===== src/logic/bfsr_pkg.sv =====
// constants and types shared by the bus reading formatter and service request logic
package bfsr_pkg;
  // output formats, selected by the format command argument
  localparam logic [2:0] FMT_SINGLE_WITH_PREFIX = 3'h0;
  localparam logic [2:0] FMT_SINGLE_BARE = 3'h1;
  localparam logic [2:0] FMT_BUFFER_PREFIX_LOCATION = 3'h2;
  localparam logic [2:0] FMT_BUFFER_LOCATION_ONLY = 3'h3;
  localparam logic [2:0] FMT_BUFFER_PREFIX_ONLY = 3'h4;
  localparam logic [2:0] FMT_BUFFER_BARE = 3'h5;
  localparam logic [2:0] FMT_DEFAULT = FMT_SINGLE_WITH_PREFIX;
  // data source select
  localparam logic SOURCE_CONVERTER = 1'b0;
  localparam logic SOURCE_BUFFER = 1'b1;
  localparam logic SOURCE_DEFAULT = SOURCE_CONVERTER;
  // status byte bit positions and mask weights share positions
  localparam int ST_OVERFLOW = 0;
  localparam int ST_STORE_FULL = 1;
  localparam int ST_STORE_HALF = 2;
  localparam int ST_READING_DONE = 3;
  localparam int ST_READY = 4;
  localparam int ST_ERROR = 5;
  localparam int COND_W = 6;
  localparam logic [COND_W-1:0] MASK_RESET = 6'h00;
  // ascii characters
  localparam logic [7:0] CH_COMMA = 8'h2c;
  localparam logic [7:0] CH_DOT = 8'h2e;
  localparam logic [7:0] CH_EXP = 8'h45;
  localparam logic [7:0] CH_TAG = 8'h42;
  localparam logic [7:0] CH_PLUS = 8'h2b;
  localparam logic [7:0] CH_MINUS = 8'h2d;
  localparam logic [7:0] CH_ZERO = 8'h30;
  localparam logic [7:0] CH_TERM0 = 8'h0d;
  localparam logic [7:0] CH_TERM1 = 8'h0a;
  // character positions within one reading field
  localparam logic [4:0] POS_PREFIX0 = 5'h00;
  localparam logic [4:0] POS_PREFIX3 = 5'h03;
  localparam logic [4:0] POS_SIGN = 5'h04;
  localparam logic [4:0] POS_LEAD = 5'h05;
  localparam logic [4:0] POS_DOT = 5'h06;
  localparam logic [4:0] POS_FRAC5 = 5'h0c;
  localparam logic [4:0] POS_EXP_CH = 5'h0d;
  localparam logic [4:0] POS_EXP_SIGN = 5'h0e;
  localparam logic [4:0] POS_EXP_DIG = 5'h0f;
  localparam logic [4:0] POS_LOC_COMMA = 5'h10;
  localparam logic [4:0] POS_LOC_TAG = 5'h11;
  localparam logic [4:0] POS_LOC_D2 = 5'h12;
  localparam logic [4:0] POS_LOC_D0 = 5'h14;
  localparam logic [4:0] POS_SEP = 5'h15;
  localparam logic [4:0] POS_TERM0 = 5'h16;
  localparam logic [4:0] POS_TERM1 = 5'h17;
  localparam logic [11:0] LOC_FIRST = 12'h001;
  // one reading: sign, seven bcd mantissa digits (6 is leading), signed one digit exponent
  typedef struct packed {
    logic neg;
    logic [6:0][3:0] mant;
    logic exp_neg;
    logic [3:0] exp;
  } bfsr_reading_t;
endpackage


===== src/logic/bfsr_stream_if.sv =====
// valid/ready character stream between the formatter and its output fifo
`timescale 1ns/1ps
interface bfsr_stream_if #(parameter int W = 9);
  logic valid;
  logic ready;
  logic [W-1:0] data;
  modport src (output valid, output data, input ready);
  modport snk (input valid, input data, output ready);
endinterface


===== src/logic/bfsr_fifo.sv =====
// output character fifo with a registered read stage; depth must be a power of two
`timescale 1ns/1ps
module bfsr_fifo #(
  parameter int W = 9,
  parameter int DEPTH = 32
) (
  input wire logic i_clk,
  input wire logic i_sys_rst,
  bfsr_stream_if.snk wr,
  output logic [W-1:0] o_data,
  output logic o_valid,
  input wire logic i_ready
);
  localparam int AW = $clog2(DEPTH);
  logic [W-1:0] mem [DEPTH];
  logic [AW-1:0] wp_r, wp_nxt, rp_r, rp_nxt;
  logic [AW:0] cnt_r, cnt_nxt;
  logic [W-1:0] out_r, out_nxt;
  logic ov_r, ov_nxt;
  logic push, pop;

  // full stalls the formatter, the output stage refills whenever it empties
  assign wr.ready = (cnt_r != (AW+1)'(DEPTH));
  assign push = wr.valid && wr.ready;
  assign pop = (cnt_r != '0) && (!ov_r || i_ready);
  assign o_data = out_r;
  assign o_valid = ov_r;

  // pointer, count and output stage next values
  always_comb begin
    wp_nxt = push ? wp_r + 1'b1 : wp_r;
    rp_nxt = pop ? rp_r + 1'b1 : rp_r;
    cnt_nxt = cnt_r;
    if (push && !pop) begin
      cnt_nxt = cnt_r + 1'b1;
    end else if (pop && !push) begin
      cnt_nxt = cnt_r - 1'b1;
    end
    out_nxt = pop ? mem[rp_r] : out_r;
    ov_nxt = pop ? 1'b1 : (i_ready ? 1'b0 : ov_r);
  end

  // state registers
  always_ff @(posedge i_clk) begin
    if (i_sys_rst) begin
      wp_r <= '0;
      rp_r <= '0;
      cnt_r <= '0;
      out_r <= '0;
      ov_r <= 1'b0;
    end else begin
      wp_r <= wp_nxt;
      rp_r <= rp_nxt;
      cnt_r <= cnt_nxt;
      out_r <= out_nxt;
      ov_r <= ov_nxt;
    end
  end

  // storage array
  always_ff @(posedge i_clk) begin
    if (push) begin
      mem[wp_r] <= wr.data;
    end
  end
endmodule


===== src/logic/bfsr_status.sv =====
// service request mask, sticky condition bits, frozen status byte and poll answer
`timescale 1ns/1ps
module bfsr_status (
  input wire logic i_clk,
  input wire logic i_sys_rst,
  input wire logic i_dev_clear,
  input wire logic i_mask_wr,
  input wire logic [7:0] i_mask_val,
  input wire logic [bfsr_pkg::COND_W-1:0] i_cond,
  input wire logic i_serial_poll,
  output logic [7:0] o_poll_byte,
  output logic o_poll_valid,
  output logic o_srq
);
  localparam int CW = bfsr_pkg::COND_W;
  logic [CW-1:0] cond_r, cond_nxt, mask_r, mask_nxt;
  logic [CW-1:0] snap_r, snap_nxt;
  logic srq_r, srq_nxt, pv_r, pv_nxt;
  logic [7:0] pb_r, pb_nxt;
  logic raise;

  assign o_srq = srq_r;
  assign o_poll_byte = pb_r;
  assign o_poll_valid = pv_r;

  // next values of mask, conditions, request and poll answer
  always_comb begin
    mask_nxt = mask_r;
    if (i_dev_clear) begin
      mask_nxt = bfsr_pkg::MASK_RESET;
    end else if (i_mask_wr) begin
      mask_nxt = i_mask_val[CW-1:0];
    end
    cond_nxt = (cond_r & ~{CW{i_serial_poll}}) | i_cond;
    raise = |(i_cond & mask_r & (~cond_r | {CW{i_serial_poll}})) && (!srq_r || i_serial_poll);
    srq_nxt = srq_r;
    snap_nxt = snap_r;
    if (i_dev_clear) begin
      srq_nxt = 1'b0;
    end else if (raise) begin
      srq_nxt = 1'b1;
      snap_nxt = cond_nxt;
    end else if (i_serial_poll) begin
      srq_nxt = 1'b0;
    end
    pv_nxt = i_serial_poll;
    pb_nxt = pb_r;
    if (i_serial_poll) begin
      pb_nxt = srq_r ? {1'b0, 1'b1, snap_r} : {1'b0, 1'b0, cond_r};
    end
  end

  // state registers
  always_ff @(posedge i_clk) begin
    if (i_sys_rst) begin
      mask_r <= bfsr_pkg::MASK_RESET;
      cond_r <= '0;
      snap_r <= '0;
      srq_r <= 1'b0;
      pv_r <= 1'b0;
      pb_r <= 8'h00;
    end else begin
      mask_r <= mask_nxt;
      cond_r <= cond_nxt;
      snap_r <= snap_nxt;
      srq_r <= srq_nxt;
      pv_r <= pv_nxt;
      pb_r <= pb_nxt;
    end
  end
endmodule


===== src/logic/bfsr_talker.sv =====
// bus talker: ascii reading formatter, output fifo and service request status
// What this block does
// - mode 0 sends one reading per talk with prefix; buffer reading adds ",B" location.
// - mode 1 sends one reading per talk bare; buffer reading adds comma and number.
// - mode 2 sends whole buffer comma separated with prefixes and tagged locations.
// - mode 3 sends whole buffer comma separated, no prefixes, location numbers kept.
// - mode 4 sends whole buffer comma separated with prefixes, no locations.
// - mode 5 sends whole buffer comma separated as bare values.
// - power-up and device clear restore the default output format.
// - source select picks converter reading or buffer readings.
// - terminator and end flag after each single reading, once after buffer end.
// - whole-buffer format with converter source sends no terminator.
// - power-up and device clear clear the mask, disabling service requests.
// - mask loads from summed weights; zero clears all bits.
// - weights 1 overflow, 2 full, 4 half, 8 done, 16 ready, 32 error.
// - status bit 0 set on overrange input.
// - bit 1 set when store full, bit 2 when half full.
// - bit 3 set when conversion finishes.
// - bit 4 set only once all commands are executed and bus ready.
// - bit 5 set on any listed error condition.
// - bit 6 set when service requested, cleared by reading the status byte.
// - bit 7 always reads zero.
// - status byte frozen when a service request is raised.
`timescale 1ns/1ps
module bfsr_talker #(
  parameter int FIFO_DEPTH = 32,
  parameter int BUF_AW = 9
) (
  input wire logic i_clk,
  input wire logic i_sys_rst,
  input wire logic i_dev_clear,
  input wire logic i_fmt_wr,
  input wire logic [2:0] i_fmt_mode,
  input wire logic i_src_wr,
  input wire logic i_src_sel,
  input wire logic i_mask_wr,
  input wire logic [7:0] i_mask_val,
  input wire logic [3:0][7:0] i_prefix,
  input wire bfsr_pkg::bfsr_reading_t i_conv_reading,
  input wire logic i_talk_start,
  output logic o_busy,
  output logic o_buf_rd,
  output logic [BUF_AW-1:0] o_buf_addr,
  input wire bfsr_pkg::bfsr_reading_t i_buf_reading,
  input wire logic [BUF_AW:0] i_buf_count,
  output logic [7:0] o_talk_char,
  output logic o_talk_eoi,
  output logic o_talk_valid,
  input wire logic i_talk_ready,
  input wire logic i_overrange,
  input wire logic i_store_full,
  input wire logic i_store_half,
  input wire logic i_reading_done,
  input wire logic i_ready,
  input wire logic i_error,
  input wire logic i_serial_poll,
  output logic [7:0] o_poll_byte,
  output logic o_poll_valid,
  output logic o_srq
);
  typedef enum logic [1:0] {ST_IDLE, ST_FETCH, ST_WAIT, ST_EMIT} bfsr_state_t;

  bfsr_state_t state_r, state_nxt;
  logic [2:0] mode_r, mode_nxt;
  logic src_r, src_nxt;
  logic [4:0] pos_r, pos_nxt;
  bfsr_pkg::bfsr_reading_t rd_r, rd_nxt;
  logic [BUF_AW-1:0] idx_r, idx_nxt, sidx_r, sidx_nxt;
  logic [11:0] loc_r, loc_nxt, sloc_r, sloc_nxt;
  logic whole_r, whole_nxt, term_r, term_nxt, frombuf_r, frombuf_nxt;
  logic [BUF_AW:0] idx_inc;
  logic last_entry, active;
  logic [7:0] ch;
  logic [bfsr_pkg::COND_W-1:0] cond;
  logic [8:0] fifo_q;

  bfsr_stream_if #(.W(9)) st ();

  // which formats carry function prefixes
  function automatic logic prefix_on(input logic [2:0] m);
    return m == bfsr_pkg::FMT_SINGLE_WITH_PREFIX || m == bfsr_pkg::FMT_BUFFER_PREFIX_LOCATION
        || m == bfsr_pkg::FMT_BUFFER_PREFIX_ONLY;
  endfunction

  // which formats carry a buffer location field
  function automatic logic loc_on(input logic [2:0] m);
    return m == bfsr_pkg::FMT_SINGLE_WITH_PREFIX || m == bfsr_pkg::FMT_SINGLE_BARE
        || m == bfsr_pkg::FMT_BUFFER_PREFIX_LOCATION || m == bfsr_pkg::FMT_BUFFER_LOCATION_ONLY;
  endfunction

  // which formats put the letter tag before the location number
  function automatic logic tag_on(input logic [2:0] m);
    return m == bfsr_pkg::FMT_SINGLE_WITH_PREFIX || m == bfsr_pkg::FMT_BUFFER_PREFIX_LOCATION;
  endfunction

  // whole-buffer formats
  function automatic logic is_whole(input logic [2:0] m);
    return m == bfsr_pkg::FMT_BUFFER_PREFIX_LOCATION || m == bfsr_pkg::FMT_BUFFER_LOCATION_ONLY
        || m == bfsr_pkg::FMT_BUFFER_PREFIX_ONLY || m == bfsr_pkg::FMT_BUFFER_BARE;
  endfunction

  // three digit bcd increment of a location number
  function automatic logic [11:0] bcd_inc(input logic [11:0] v);
    logic [11:0] r;
    r = v;
    if (r[3:0] == 4'h9) begin
      r[3:0] = 4'h0;
      if (r[7:4] == 4'h9) begin
        r[7:4] = 4'h0;
        r[11:8] = (r[11:8] == 4'h9) ? 4'h0 : r[11:8] + 4'h1;
      end else begin
        r[7:4] = r[7:4] + 4'h1;
      end
    end else begin
      r[3:0] = r[3:0] + 4'h1;
    end
    return r;
  endfunction

  function automatic logic [7:0] digit(input logic [3:0] d);
    return bfsr_pkg::CH_ZERO + {4'h0, d};
  endfunction

  assign idx_inc = {1'b0, idx_r} + {{BUF_AW{1'b0}}, 1'b1};
  assign last_entry = !whole_r || (idx_inc == i_buf_count);
  assign o_busy = (state_r != ST_IDLE);
  assign o_buf_addr = idx_r;

  // character for the current position of the field
  always_comb begin
    ch = bfsr_pkg::CH_TERM1;
    if (pos_r <= bfsr_pkg::POS_PREFIX3) begin
      ch = i_prefix[~pos_r[1:0]];
    end else if (pos_r == bfsr_pkg::POS_SIGN) begin
      ch = rd_r.neg ? bfsr_pkg::CH_MINUS : bfsr_pkg::CH_PLUS;
    end else if (pos_r == bfsr_pkg::POS_LEAD) begin
      ch = digit(rd_r.mant[6]);
    end else if (pos_r == bfsr_pkg::POS_DOT) begin
      ch = bfsr_pkg::CH_DOT;
    end else if (pos_r <= bfsr_pkg::POS_FRAC5) begin
      ch = digit(rd_r.mant[3'(bfsr_pkg::POS_FRAC5 - pos_r)]);
    end else if (pos_r == bfsr_pkg::POS_EXP_CH) begin
      ch = bfsr_pkg::CH_EXP;
    end else if (pos_r == bfsr_pkg::POS_EXP_SIGN) begin
      ch = rd_r.exp_neg ? bfsr_pkg::CH_MINUS : bfsr_pkg::CH_PLUS;
    end else if (pos_r == bfsr_pkg::POS_EXP_DIG) begin
      ch = digit(rd_r.exp);
    end else if (pos_r == bfsr_pkg::POS_LOC_COMMA || pos_r == bfsr_pkg::POS_SEP) begin
      ch = bfsr_pkg::CH_COMMA;
    end else if (pos_r == bfsr_pkg::POS_LOC_TAG) begin
      ch = bfsr_pkg::CH_TAG;
    end else if (pos_r <= bfsr_pkg::POS_LOC_D0) begin
      ch = digit(loc_r[4 * (2'(bfsr_pkg::POS_LOC_D0 - pos_r)) +: 4]);
    end else if (pos_r == bfsr_pkg::POS_TERM0) begin
      ch = bfsr_pkg::CH_TERM0;
    end
  end

  // whether the current position is sent in this format
  always_comb begin
    active = 1'b1;
    if (pos_r <= bfsr_pkg::POS_PREFIX3) begin
      active = prefix_on(mode_r);
    end else if (pos_r == bfsr_pkg::POS_LOC_COMMA
        || (pos_r >= bfsr_pkg::POS_LOC_D2 && pos_r <= bfsr_pkg::POS_LOC_D0)) begin
      active = frombuf_r && loc_on(mode_r);
    end else if (pos_r == bfsr_pkg::POS_LOC_TAG) begin
      active = frombuf_r && tag_on(mode_r);
    end else if (pos_r == bfsr_pkg::POS_SEP) begin
      active = whole_r && !last_entry;
    end else if (pos_r >= bfsr_pkg::POS_TERM0) begin
      active = term_r && last_entry;
    end
  end

  assign st.valid = (state_r == ST_EMIT) && active;
  assign st.data = {pos_r == bfsr_pkg::POS_TERM1, ch};

  // format, source and talk sequence next values
  always_comb begin
    state_nxt = state_r;
    mode_nxt = mode_r;
    src_nxt = src_r;
    pos_nxt = pos_r;
    rd_nxt = rd_r;
    idx_nxt = idx_r;
    loc_nxt = loc_r;
    sidx_nxt = sidx_r;
    sloc_nxt = sloc_r;
    whole_nxt = whole_r;
    term_nxt = term_r;
    frombuf_nxt = frombuf_r;
    o_buf_rd = 1'b0;
    if (i_dev_clear) begin
      mode_nxt = bfsr_pkg::FMT_DEFAULT;
      src_nxt = bfsr_pkg::SOURCE_DEFAULT;
    end else begin
      if (i_fmt_wr && i_fmt_mode <= bfsr_pkg::FMT_BUFFER_BARE) begin
        mode_nxt = i_fmt_mode;
      end
      if (i_src_wr) begin
        src_nxt = i_src_sel;
      end
    end
    if (i_buf_count == '0) begin
      sidx_nxt = '0;
      sloc_nxt = bfsr_pkg::LOC_FIRST;
    end
    case (state_r)
      ST_IDLE: begin
        if (i_talk_start) begin
          pos_nxt = bfsr_pkg::POS_PREFIX0;
          whole_nxt = 1'b0;
          term_nxt = 1'b1;
          if (src_r == bfsr_pkg::SOURCE_BUFFER) begin
            if (i_buf_count != '0) begin
              frombuf_nxt = 1'b1;
              whole_nxt = is_whole(mode_r);
              idx_nxt = is_whole(mode_r) ? '0 : sidx_r;
              loc_nxt = is_whole(mode_r) ? bfsr_pkg::LOC_FIRST : sloc_r;
              state_nxt = ST_FETCH;
            end
          end else begin
            frombuf_nxt = 1'b0;
            rd_nxt = i_conv_reading;
            term_nxt = !is_whole(mode_r);
            state_nxt = ST_EMIT;
          end
        end
      end
      ST_FETCH: begin
        o_buf_rd = 1'b1;
        state_nxt = ST_WAIT;
      end
      ST_WAIT: begin
        rd_nxt = i_buf_reading;
        state_nxt = ST_EMIT;
      end
      ST_EMIT: begin
        if (!active || st.ready) begin
          if (pos_r != bfsr_pkg::POS_TERM1) begin
            pos_nxt = pos_r + 5'h01;
          end else if (!last_entry) begin
            idx_nxt = idx_inc[BUF_AW-1:0];
            loc_nxt = bcd_inc(loc_r);
            pos_nxt = bfsr_pkg::POS_PREFIX0;
            state_nxt = ST_FETCH;
          end else begin
            state_nxt = ST_IDLE;
            if (frombuf_r && !whole_r) begin
              sidx_nxt = (idx_inc >= i_buf_count) ? '0 : idx_inc[BUF_AW-1:0];
              sloc_nxt = (idx_inc >= i_buf_count) ? bfsr_pkg::LOC_FIRST : bcd_inc(loc_r);
            end
          end
        end
      end
      default: begin
        state_nxt = ST_IDLE;
      end
    endcase
  end

  // state registers
  always_ff @(posedge i_clk) begin
    if (i_sys_rst) begin
      state_r <= ST_IDLE;
      mode_r <= bfsr_pkg::FMT_DEFAULT;
      src_r <= bfsr_pkg::SOURCE_DEFAULT;
      pos_r <= bfsr_pkg::POS_PREFIX0;
      rd_r <= '0;
      idx_r <= '0;
      loc_r <= bfsr_pkg::LOC_FIRST;
      sidx_r <= '0;
      sloc_r <= bfsr_pkg::LOC_FIRST;
      whole_r <= 1'b0;
      term_r <= 1'b0;
      frombuf_r <= 1'b0;
    end else begin
      state_r <= state_nxt;
      mode_r <= mode_nxt;
      src_r <= src_nxt;
      pos_r <= pos_nxt;
      rd_r <= rd_nxt;
      idx_r <= idx_nxt;
      loc_r <= loc_nxt;
      sidx_r <= sidx_nxt;
      sloc_r <= sloc_nxt;
      whole_r <= whole_nxt;
      term_r <= term_nxt;
      frombuf_r <= frombuf_nxt;
    end
  end

  // output character fifo toward the bus handshake
  bfsr_fifo #(.W(9), .DEPTH(FIFO_DEPTH)) u_fifo (
    .i_clk(i_clk),
    .i_sys_rst(i_sys_rst),
    .wr(st),
    .o_data(fifo_q),
    .o_valid(o_talk_valid),
    .i_ready(i_talk_ready)
  );
  assign o_talk_char = fifo_q[7:0];
  assign o_talk_eoi = fifo_q[8];

  // condition events into status byte positions
  assign cond[bfsr_pkg::ST_OVERFLOW] = i_overrange;
  assign cond[bfsr_pkg::ST_STORE_FULL] = i_store_full;
  assign cond[bfsr_pkg::ST_STORE_HALF] = i_store_half;
  assign cond[bfsr_pkg::ST_READING_DONE] = i_reading_done;
  assign cond[bfsr_pkg::ST_READY] = i_ready;
  assign cond[bfsr_pkg::ST_ERROR] = i_error;

  bfsr_status u_status (
    .i_clk(i_clk),
    .i_sys_rst(i_sys_rst),
    .i_dev_clear(i_dev_clear),
    .i_mask_wr(i_mask_wr),
    .i_mask_val(i_mask_val),
    .i_cond(cond),
    .i_serial_poll(i_serial_poll),
    .o_poll_byte(o_poll_byte),
    .o_poll_valid(o_poll_valid),
    .o_srq(o_srq)
  );
endmodule


===== config.mk =====
export PLATFORM = sky130hd
export DESIGN_NAME = bfsr_talker
export DESIGN_NICKNAME = d
export VERILOG_FILES = /design/src/logic/bfsr_pkg.sv /design/src/logic/bfsr_stream_if.sv /design/src/logic/bfsr_fifo.sv /design/src/logic/bfsr_status.sv /design/src/logic/bfsr_talker.sv
export SDC_FILE = /design/constraint.sdc
export NUM_CORES = 1
export LEC_CHECK = 0
export ABC_CLOCK_PERIOD_IN_PS = 6000
export BUFFER_PORTS_ARGS = -buffer_cell sky130_fd_sc_hd__buf_2
export CAP_MARGIN = 20
export CORE_ASPECT_RATIO = 0.8
export CORE_MARGIN = 2
export CORE_UTILIZATION = 40
export DETAILED_ROUTE_END_ITERATION = 8
export SLEW_MARGIN = 40
export SYNTH_ARGS = -nofsm -noshare
export SYNTH_HDL_FRONTEND = slang
export SYNTH_HIERARCHICAL = 1
export SYNTH_SLANG_ARGS = --single-unit

===== constraint.sdc =====
create_clock -name i_clk -period 6 [get_ports i_clk]
set_input_delay 1.2 -clock i_clk [delete_from_list [all_inputs] [get_ports i_clk]]
set_output_delay 1.2 -clock i_clk [all_outputs]
set_load 0.01 [all_outputs]

# Word-level counts from Yosys, hierarchy flattened
# Memories as Yosys holds them, arrays and structs flattened. A register that Yosys moved wholly into a read port is not among the register bits.
# Index checks and enable logic that the tools add are counted.
# totals
regBits	135
mem_bits_rw	288
input_bits	137
output_inout_bits	31
wordCells	244
memories	1
# mem_list
name	words	word_bits	rd	rd_clocked_by_memory_dff	wr	line	source
u_fifo.mem	32	9	1	1	1	bfsr_fifo.sv:15	logic [W-1:0] mem [DEPTH];
# op_classes
n_addsub	15
order_cmp	9
n_eq_ne	35
n_shift	1
mux	88
bitwise	9
reduce_logical	55
# op_table
cell	count
two-way mux 12 bit	14
two-way mux 9 bit	14
two-way mux 7 bit	11
two-way mux 34 bit	2
one-hot mux 34 bit (2 select lines)	1
adder 6 x 4 -> 7 bit, first input constant	4
== test 5 bit, second input constant	5
two-way mux 8 bit	3
one-hot mux 12 bit (2 select lines)	1
two-way mux 4 bit	5
two-way mux 5 bit	4
AND 6 bit	3
two-way mux 1 bit	18
one-hot mux 9 bit (2 select lines)	1
binary-select mux 8 bit (select 2 bit)	1
adder 5 x 1 -> 5 bit, second input constant	3
== test 5 x 3 -> 1 bit, second input constant	3
== test 5 x 4 -> 1 bit, second input constant	3
logical OR 1 bit	14
logical AND 1 bit	13
adder 4 x 1 -> 4 bit, second input constant	3
binary-select mux 4 bit (select 3 bit)	1
== test 4 bit, second input constant	3
two-way mux 6 bit	2
other kinds (47)	80

# Depth between registers and ports, before layout
# Gate-level depths: netlist (run 1).
# depth
word_depth	15
mapped_depth	21
mapped_depth_nobuf	20

# By module
# The synthesis (run 1) kept the hierarchy.
# modules_own_cells
module	instances	cells_per_inst	area_each_um2	seq_area_each_um2
bfsr_fifo	1	659	12404.4	9168.8
bfsr_talker	1	744	6193.4	1801.7
bfsr_status	1	128	1255.0	540.5

# Least setup slack after synthesis (run 1)
# No wires, ideal clock.
# synth_timing
kind	input -> register
from	input i_buf_count[5]
to	register u_fifo.cnt_r[4]
setup_ns	0.070
arrival_ns	4.381
required_time_ns	5.930
path_slack_ns	1.549
path_stages	18
n_path_buf	1
path_cell_list	inv_1 ha_1 nand4_1 nor4_1 o2bb2ai_1 nand2_1 nand3_1 a21oi_1 o31a_1 buf_2 ha_1 inv_1 ha_1 nor2b_1 o21a_1 o21ai_0 or3b_2 a21oi_1
# synth_via
elab_chain_len	13
elab_cells_between_ends	17
classes_between	eq/ne (1); mux (6); reduce/logical (10)
# synth_lines
element	line	source
start, declared	bfsr_talker.sv:45	input wire logic [BUF_AW:0] i_buf_count,
== test 10 bit (*)	bfsr_talker.sv:125	assign last_entry = !whole_r || (idx_inc == i_buf_count);
logical OR 1 bit (*)	bfsr_talker.sv:125	
logical AND 1 bit / logical NOT 1 bit (equally long branches)	-	
two-way mux 1 bit / logical AND 1 bit (equally long branches)	bfsr_talker.sv:171, bfsr_talker.sv:170	
two-way mux 1 bit (*)	bfsr_talker.sv:169	end else if (pos_r == bfsr_pkg::POS_SEP) begin
two-way mux 1 bit (*)	bfsr_talker.sv:167	end else if (pos_r == bfsr_pkg::POS_LOC_TAG) begin
two-way mux 1 bit (*)	bfsr_talker.sv:164	end else if (pos_r == bfsr_pkg::POS_LOC_COMMA
two-way mux 1 bit (*)	bfsr_talker.sv:162	if (pos_r <= bfsr_pkg::POS_PREFIX3) begin
logical AND 1 bit (*)	bfsr_talker.sv:176	assign st.valid = (state_r == ST_EMIT) && active;
named net st.valid	bfsr_stream_if.sv:4	logic valid;
logical AND 1 bit (*)	bfsr_fifo.sv:24	assign push = wr.valid && wr.ready;
named net u_fifo.push	bfsr_fifo.sv:20	logic push, pop;
logical NOT 1 bit	bfsr_fifo.sv:36	end else if (pop && !push) begin
logical AND 1 bit	bfsr_fifo.sv:36	
nonzero test 2 bit (no source line)	-	
end signal, assigned	bfsr_fifo.sv:54	cnt_r <= cnt_nxt;
end, declared	bfsr_fifo.sv:17	logic [AW:0] cnt_r, cnt_nxt;
# Mark *: on every way through the listed nets, which the timed path passes. The rest lies on a longest branch.
# A chain may end at the register's enable or synchronous reset.

# Worst setup path in the final report (run 1)
# layout_timing
from	register idx_r[0], in the netlist o_buf_addr[0]
to	register u_fifo.cnt_r[4]
# layout_via
elab_chain_len	14
elab_cells_between_ends	18
classes_between	add/sub (1); eq/ne (1); mux (6); reduce/logical (10)
# layout_lines
element	line	source
start, declared	bfsr_talker.sv:68	logic [BUF_AW-1:0] idx_r, idx_nxt, sidx_r, sidx_nxt;
start signal, assigned	bfsr_talker.sv:284	idx_r <= idx_nxt;
adder 9 x 1 -> 10 bit (*)	bfsr_talker.sv:124	assign idx_inc = {1'b0, idx_r} + {{BUF_AW{1'b0}}, 1'b1};
== test 10 bit (*)	bfsr_talker.sv:125	
logical OR 1 bit (*)	bfsr_talker.sv:125	
logical AND 1 bit / logical NOT 1 bit (equally long branches)	-	
two-way mux 1 bit / logical AND 1 bit (equally long branches)	bfsr_talker.sv:171, bfsr_talker.sv:170	
two-way mux 1 bit (*)	bfsr_talker.sv:169	
two-way mux 1 bit (*)	bfsr_talker.sv:167	
two-way mux 1 bit (*)	bfsr_talker.sv:164	
two-way mux 1 bit (*)	bfsr_talker.sv:162	
logical AND 1 bit (*)	bfsr_talker.sv:176	
named net st.valid	bfsr_stream_if.sv:4	
logical AND 1 bit (*)	bfsr_fifo.sv:24	
logical NOT 1 bit	bfsr_fifo.sv:36	
logical AND 1 bit	bfsr_fifo.sv:36	
nonzero test 2 bit (no source line)	-	
# Marked as above.

==> flow_summary.json, run 1 <==
{
  "powerDensity_mw_per_mm2": 356.9,
  "yosysMostFrequentCell": "edfxtp_1",
  "synth-async-reset-ratio_pct": 0,
  "place_congestion": 0.8497,
  "finalHoldViolations": 0,
  "clock-sinks": 431,
  "first_pass_iters": 5,
  "grt_max_degree": 93,
  "htree_levels": 2,
  "synth_common_cells": "edfxtp_1 (288), dfxtp_1 (143), nor2_1 (135)",
  "setup_viol_count_final": 0,
  "holdPathStages": 2,
  "r2r_end": "u_fifo/cnt_r[4]$_SDFFE_PP0P_",
  "cts_setup_buffers": 0,
  "drv_cap": 0,
  "wl_um": 47470,
  "yosysUniqueCellTypes": 89,
  "synth_area_leaders": "edfxtp_1 (44%), dfxtp_1 (14%), mux4_2 (6.4%), mux2i_1 (6.2%), nor2_1 (2.6%)",
  "period_needed_ns": 5.055,
  "drt_drc_violations_left": 0,
  "max_freq_mhz": 197.8,
  "ant_nets": 0,
  "place_hpwl_um": 30970,
  "min_from": "sloc_r[7]$_SDFF_PP0_",
  "p_total_mw": 8.124,
  "syn-num-nets": 1700,
  "first_global_vias": 12970,
  "cp.arrival_ns": 5.56,
  "cts-buffers-inserted": 45,
  "syn2layout_area_growth_pct": 14.65,
  "cp.required_ns": 6.50,
  "core_area_mm2": 0.04865,
  "vias": 13040,
  "r2r_start": "o_buf_addr[0]$_SDFFE_PP0P_",
  "finalClockSkew_ns": 0.01560,
  "wl_per_cell_um": 20.34,
  "path_clk_slew_ns": 0.06,
  "status": "completed",
  "syn-cell-area_mm2": 0.01985,
  "synth_top_area_share_pct": 43.56,
  "layout.cells.non_filler": 2334,
  "grt_pass1_wl_um": 74400,
  "port_buffers": 164,
  "track_usage_pct": 18.63,
  "cts-root-buf": "clkbuf_16",
  "ys_ff_latch": 431,
  "syn_area_per_cell_um2": 12.97,
  "critPathLaunchType": "flip-flop",
  "hold_path_end": "sloc_r[7]$_SDFF_PP0_",
  "fin_crit_sh_pct": 84.26,
  "num_io_pins": 168,
  "worstSetupStartpoint": "o_buf_addr[0]$_SDFFE_PP0P_",
  "grt-ovfl-total": 0,
  "drt_iter0_markers": 994,
  "whs_ns": 0.4536,
  "slew_headroom_pct": 43.34,
  "fp.dieW_um": 253.1,
  "drv_slew": 0,
  "tns_ns": 0,
  "worstSetupEndpointType": "flip-flop",
  "nets": 1840,
  "grt_antenna_before_repair": 1,
  "pre_cts_slack_ns": 0.9035,
  "cts_tree": "done",
  "critPathMaxFanout": 10,
  "synthCells": 1531,
  "viasPerCell": 5.585,
  "worstRegToRegCells": 19,
  "ir_worst_vdd_uv": 198.0,
  "synth_edf_count": 288,
  "total_leakage_power_nw": 7.912,
  "num_antenna_cells": 0,
  "die_area_mm2": 0.05144,
  "ctsHoldBuffers": 0,
  "cts_resized": 0,
  "start_util_pct": 40.81,
  "rsz0062_at_grt": "no",
  "synth-main-ff-cell": "edfxtp_1",
  "drive_above_1_share_pct": 23.87,
  "final.setup.worst_slack_ns": 0.9445,
  "synth_top_area_cell": "edfxtp_1",
  "ctsLongestPathBuffers": 3,
  "worst_pin_slew_ns": 0.8467,
  "place_inst": 2252,
  "setup.worst_path.class": "reg2reg",
  "insertion_delay_ns": 0.57,
  "rows": 72,
  "r2r_slack_ns": 0.94,
  "die_h_um": 203.3,
  "synth_warnings": 6,
  "min_path_type": "reg2reg",
  "seq_area_frac_synth_pct": 57.98
}
-- layout by cell type, fill, tap and decap left out, types with 7 or more instances in the layout --
cell	instances
or3_1	8
mux4_1	11
inv_1	46
xor2_1	15
a32oi_1	7
mux4_2	56
edfxtp_1	288
xnor2_1	9
nor3_1	17
mux2i_1	123
nor2_1	110
mux2_2	10
o22ai_1	10
buf_4	24
ha_1	28
nor4_1	7
o211ai_1	10
nor2_2	25
nor2b_1	33
or2_2	11
a211oi_1	43
clkbuf_1	14
nand3_1	24
nand2_1	90
dfxtp_1	140
a31oi_1	8
o21ai_0	40
nand2b_1	22
buf_2	163
clkbuf_16	46
a22o_1	18
or4_1	7
o221ai_1	13
a21oi_1	45
a22oi_1	16
nand4_1	11
clkbuf_8	9
-- cell families (layout without fill, tap and decap cells) --
logic type                 Yosys count  in the layout  share of synthesized area, %
DFF                                431            431                         57.98
and+or+nand+nor                    411            411                         10.22
AOI/OAI and AO/OA                  288            288                         10.70
muxes                              201            201                         14.65
buffers and inverters              143            317                         3.315
adders and majority gates           32             32                         2.055
xor gates and xnor gates            24             24                         1.059
other                                1              1                       0.01889
-- per-layer routing --
metal  track usage (%)  vias up  part of all wire [%]  wire [µm]
met2             28.85      394                    45      21440
met3             2.808       50                   6.0       2828
met5                 0        -                 0.027         13
met1             27.49     6442                    47      22390
met4             4.670        2                   1.7        787
li1                  -     6147                     -          -
-- worst max path at each step --
stage	endpoint	slack [ns]	cells past startpoint
floorplan	u_fifo/cnt_r[4]$_SDFFE_PP0P_	1.55	18
global placement	u_fifo/cnt_r[4]$_SDFFE_PP0P_	0.91	18
detailed placement	u_fifo/cnt_r[4]$_SDFFE_PP0P_	0.90	18
CTS	u_fifo/cnt_r[4]$_SDFFE_PP0P_	0.99	19
global route	u_fifo/cnt_r[4]$_SDFFE_PP0P_	0.45	19
finish	u_fifo/cnt_r[4]$_SDFFE_PP0P_	0.94	19
-- per-stage QoR --
stage | instance area, µm² | utilization, %
2_1_floorplan | 19850 | -
3_3_place_gp | 21220 | 43.63
3_5_place_dp | 21290 | 43.77
4_1_cts | 22720 | 46.70
5_1_grt | 22760 | 46.79
6_report | 22760 | 46.79
-- sequential cells by signal, summed over array words and instances (netlist names), 2 cells and up --
| signal | flops |
|---|---|
| u_fifo/cnt_r | 6 |
| rd_r | 34 |
| u_status/o_poll_byte | 7 |
| sloc_r | 12 |
| u_status/snap_r | 6 |
| u_status/mask_r | 6 |
| loc_r | 12 |
| u_fifo/mem | 288 |
| pos_r | 5 |
| u_status/cond_r | 6 |
| o_buf_addr | 9 |
| state_r | 2 |
| mode_r | 3 |
| u_fifo/o_data | 9 |
| sidx_r | 9 |
| u_fifo/rp_r | 5 |
| u_fifo/wp_r | 5 |
-- area by class of cell --
class,instances,area [µm²]
clock inverters,10,86.33
flip-flops and latches,431,11520
multi-input cells,957,7828
inverters,47,176.4
fillers,4372,25880
well taps,629,787.0
repair buffers,189,1027
clock buffers,71,1340
-- report_power, final --
| group | internal (mW) | leakage, nW | switching, mW |
|---|---|---|---|
| Clock | 1.54 | 0.703 | 1.14 |
| Combinational | 0.822 | 3.43 | 1.13 |
| Sequential | 3.37 | 3.78 | 0.118 |
-- critical path: stages, from the launching register on --
cell and delay [ns]:
dfxtp_1 0.56, ha_1 0.33, nand3_1 0.12, xnor2_1 0.20, ha_1 0.33, nand4_1 0.24, nor4_1 0.33, o2bb2ai_1 0.20
nand2_1 0.11, nand3_1 0.08, a21oi_1 0.19, o31a_1 0.42, ha_1 0.35, inv_1 0.17, ha_1 0.32, nor2b_1 0.14
o21a_1 0.17, o21ai_0 0.14, or3b_2 0.45, a21oi_1 0.14
(Power assumes the default switching activity.)
==> run 2: changes to the inputs <==
- ABC_CLOCK_PERIOD_IN_PS: 6000 -> 4200
- clock period: 6 -> 4.2 ns (I/O delays scaled with it)
==> flow_summary.json, run 2 (synthesis results as in run 1) <==
{
  "drv_cap": 0,
  "drt_drc_violations_left": 0,
  "largest_reg_flops": 288,
  "clock-sinks": 431,
  "final_cell_mix": "edfxtp_1 (288), buf_2 (163), dfxtp_1 (136), nor2_1 (133), mux2i_1 (123)",
  "drt_iter0_markers": 1001,
  "drive_above_1_share_pct": 25.61,
  "p_total_mw": 11.87,
  "setup.worst_path.class": "reg2reg",
  "nets": 1897,
  "worstSetupEndpointType": "flip-flop",
  "first_global_vias": 13030,
  "utilization_pct": 47.75,
  "period_needed_ns": 3.983,
  "ctsHoldBuffers": 0,
  "total_leakage_power_nw": 8.251,
  "ant_nets": 0,
  "cts_tree": "done",
  "start_util_pct": 40.81,
  "critPathMaxFanout": 5,
  "insertion_delay_ns": 0.58,
  "finalHoldViolations": 0,
  "rsz0062_at_grt": "yes",
  "rows": 72,
  "first_pass_iters": 5,
  "wl_per_cell_um": 20.19,
  "grt_antenna_before_repair": 1,
  "slew_headroom_pct": 46.07,
  "max_freq_mhz": 251.1,
  "drv_slew": 0,
  "viasPerCell": 5.535,
  "grt-ovfl-total": 0,
  "ctsLongestPathBuffers": 3,
  "place_hpwl_um": 31920,
  "die_h_um": 203.3,
  "finalClockSkew_ns": 0.02811,
  "min_path_type": "reg2reg",
  "layout.cells.non_filler": 2395,
  "worst_pin_slew_ns": 0.8073,
  "powerDensity_mw_per_mm2": 511.0,
  "place_congestion": 0.8776,
  "fin_crit_sh_pct": 94.83,
  "core_area_mm2": 0.04865,
  "cp.arrival_ns": 4.48,
  "place_inst": 2304,
  "htree_levels": 2,
  "track_usage_pct": 18.83,
  "path_clk_slew_ns": 0.06,
  "port_buffers": 164,
  "top_register": "u_fifo/mem",
  "syn2layout_area_growth_pct": 17.02,
  "cp.required_ns": 4.70,
  "cts-root-buf": "clkbuf_16",
  "cts-buffers-inserted": 45,
  "critPathLaunchType": "flip-flop",
  "die_area_mm2": 0.05144,
  "vias": 13260,
  "grt_max_degree": 69,
  "num_io_pins": 168,
  "top_regs": "u_fifo/mem x288, rd_r x34",
  "setup_viol_count_final": 0,
  "fp.dieW_um": 253.1,
  "mostFrequentLayoutCell": "edfxtp_1",
  "status": "completed",
  "wl_um": 48350,
  "ir_worst_vdd_uv": 280.6,
  "grt_pass1_wl_um": 74890
}
==> run 2: cell types whose count changed in the layout (fill, tap and decap cells not counted), moves of 3 or more <==
cell and delta:
buf_4 +58, nor2_1 +23, nor2_2 -23, clkbuf_8 -9
clkbuf_1 -8, clkinv_1 +8, clkinv_2 +7, bufinv_16 +6
dfxtp_1 -4, dfxtp_2 +3
==> run 2: report_power, final <==
part	leakage, nW	switching, mW	total [mW]	internal (mW)
registers	3.79	0.239	5.05	4.81
clock network	0.731	1.67	4.01	2.35
logic	3.73	1.59	2.80	1.22
==> run 2: worst paths after layout <==
| kind | slack, ns | startpoint | endpoint | cells after the start |
|---|---|---|---|---|
| worst max-delay path | 0.22 | o_buf_addr[2]$_SDFFE_PP0P_ | u_fifo/cnt_r[4]$_SDFFE_PP0P_ | 20 |
| worst max register to register | 0.22 | o_buf_addr[2]$_SDFFE_PP0P_ | u_fifo/cnt_r[4]$_SDFFE_PP0P_ | 20 |
| worst min-delay path | 0.46 | sidx_r[4]$_SDFF_PP0_ | sidx_r[4]$_SDFF_PP0_ | 2 |
| worst min register to register | 0.46 | sidx_r[4]$_SDFF_PP0_ | sidx_r[4]$_SDFF_PP0_ | 2 |
==> run 2: worst max-delay path, stage by stage (launching register included) <==
cell	delay, ns
dfxtp_4	0.37
and4_4	0.24
nand4_1	0.11
xor2_1	0.22
inv_1	0.12
ha_4	0.29
nand4_1	0.17
nor4_2	0.29
o2bb2ai_2	0.10
nand2_1	0.08
nand3_1	0.09
a21oi_2	0.13
o31a_1	0.22
ha_4	0.19
inv_2	0.04
ha_1	0.28
nor2b_1	0.14
o21a_1	0.19
o21ai_1	0.15
or3b_4	0.38
a21oi_1	0.13
==> run 2: timing repair <==
action	CTS	global route
resized for setup	3	14
setup endpoints to repair	2	3
setup buffers	1	5
pin swaps	0	8
endpoints found under the hold margin	0	0
==> run 2: metrics by stage <==
stage                     hold slack, ns  worst slack (ns)  setup TNS (ns)  instance area, µm²
after floorplan                   0.4303           0.05116               0               19860
after global placement            0.4422           0.05693               0               21610
after detailed placement          0.4481          -0.06514        -0.08141               21630
after CTS                         0.4618          0.001153               0               23140
after global routing              0.4736          -0.06668        -0.08842               23230
final                             0.4561            0.2173               0               23230
==> run 2: cell type report <==
cell class / count / area, µm²
clock inverter: 33 / 340.3
timing repair buffer: 246 / 1451
multi-input combinational: 957 / 7800
tap: 629 / 787.0
antenna: 1 / 2.502
inverter: 47 / 176.4
sequential: 431 / 11520
fill: 4319 / 25420
clock buffer: 51 / 1149
==> run 2: routing by layer <==
layer	vias up	GRT usage [%]	wire [µm]
met1	6560	27.57	23030
li1	6254	-	-
met2	379	29.26	21850
met3	63	2.629	2464
met4	0	5.347	1008
met5	-	0	0
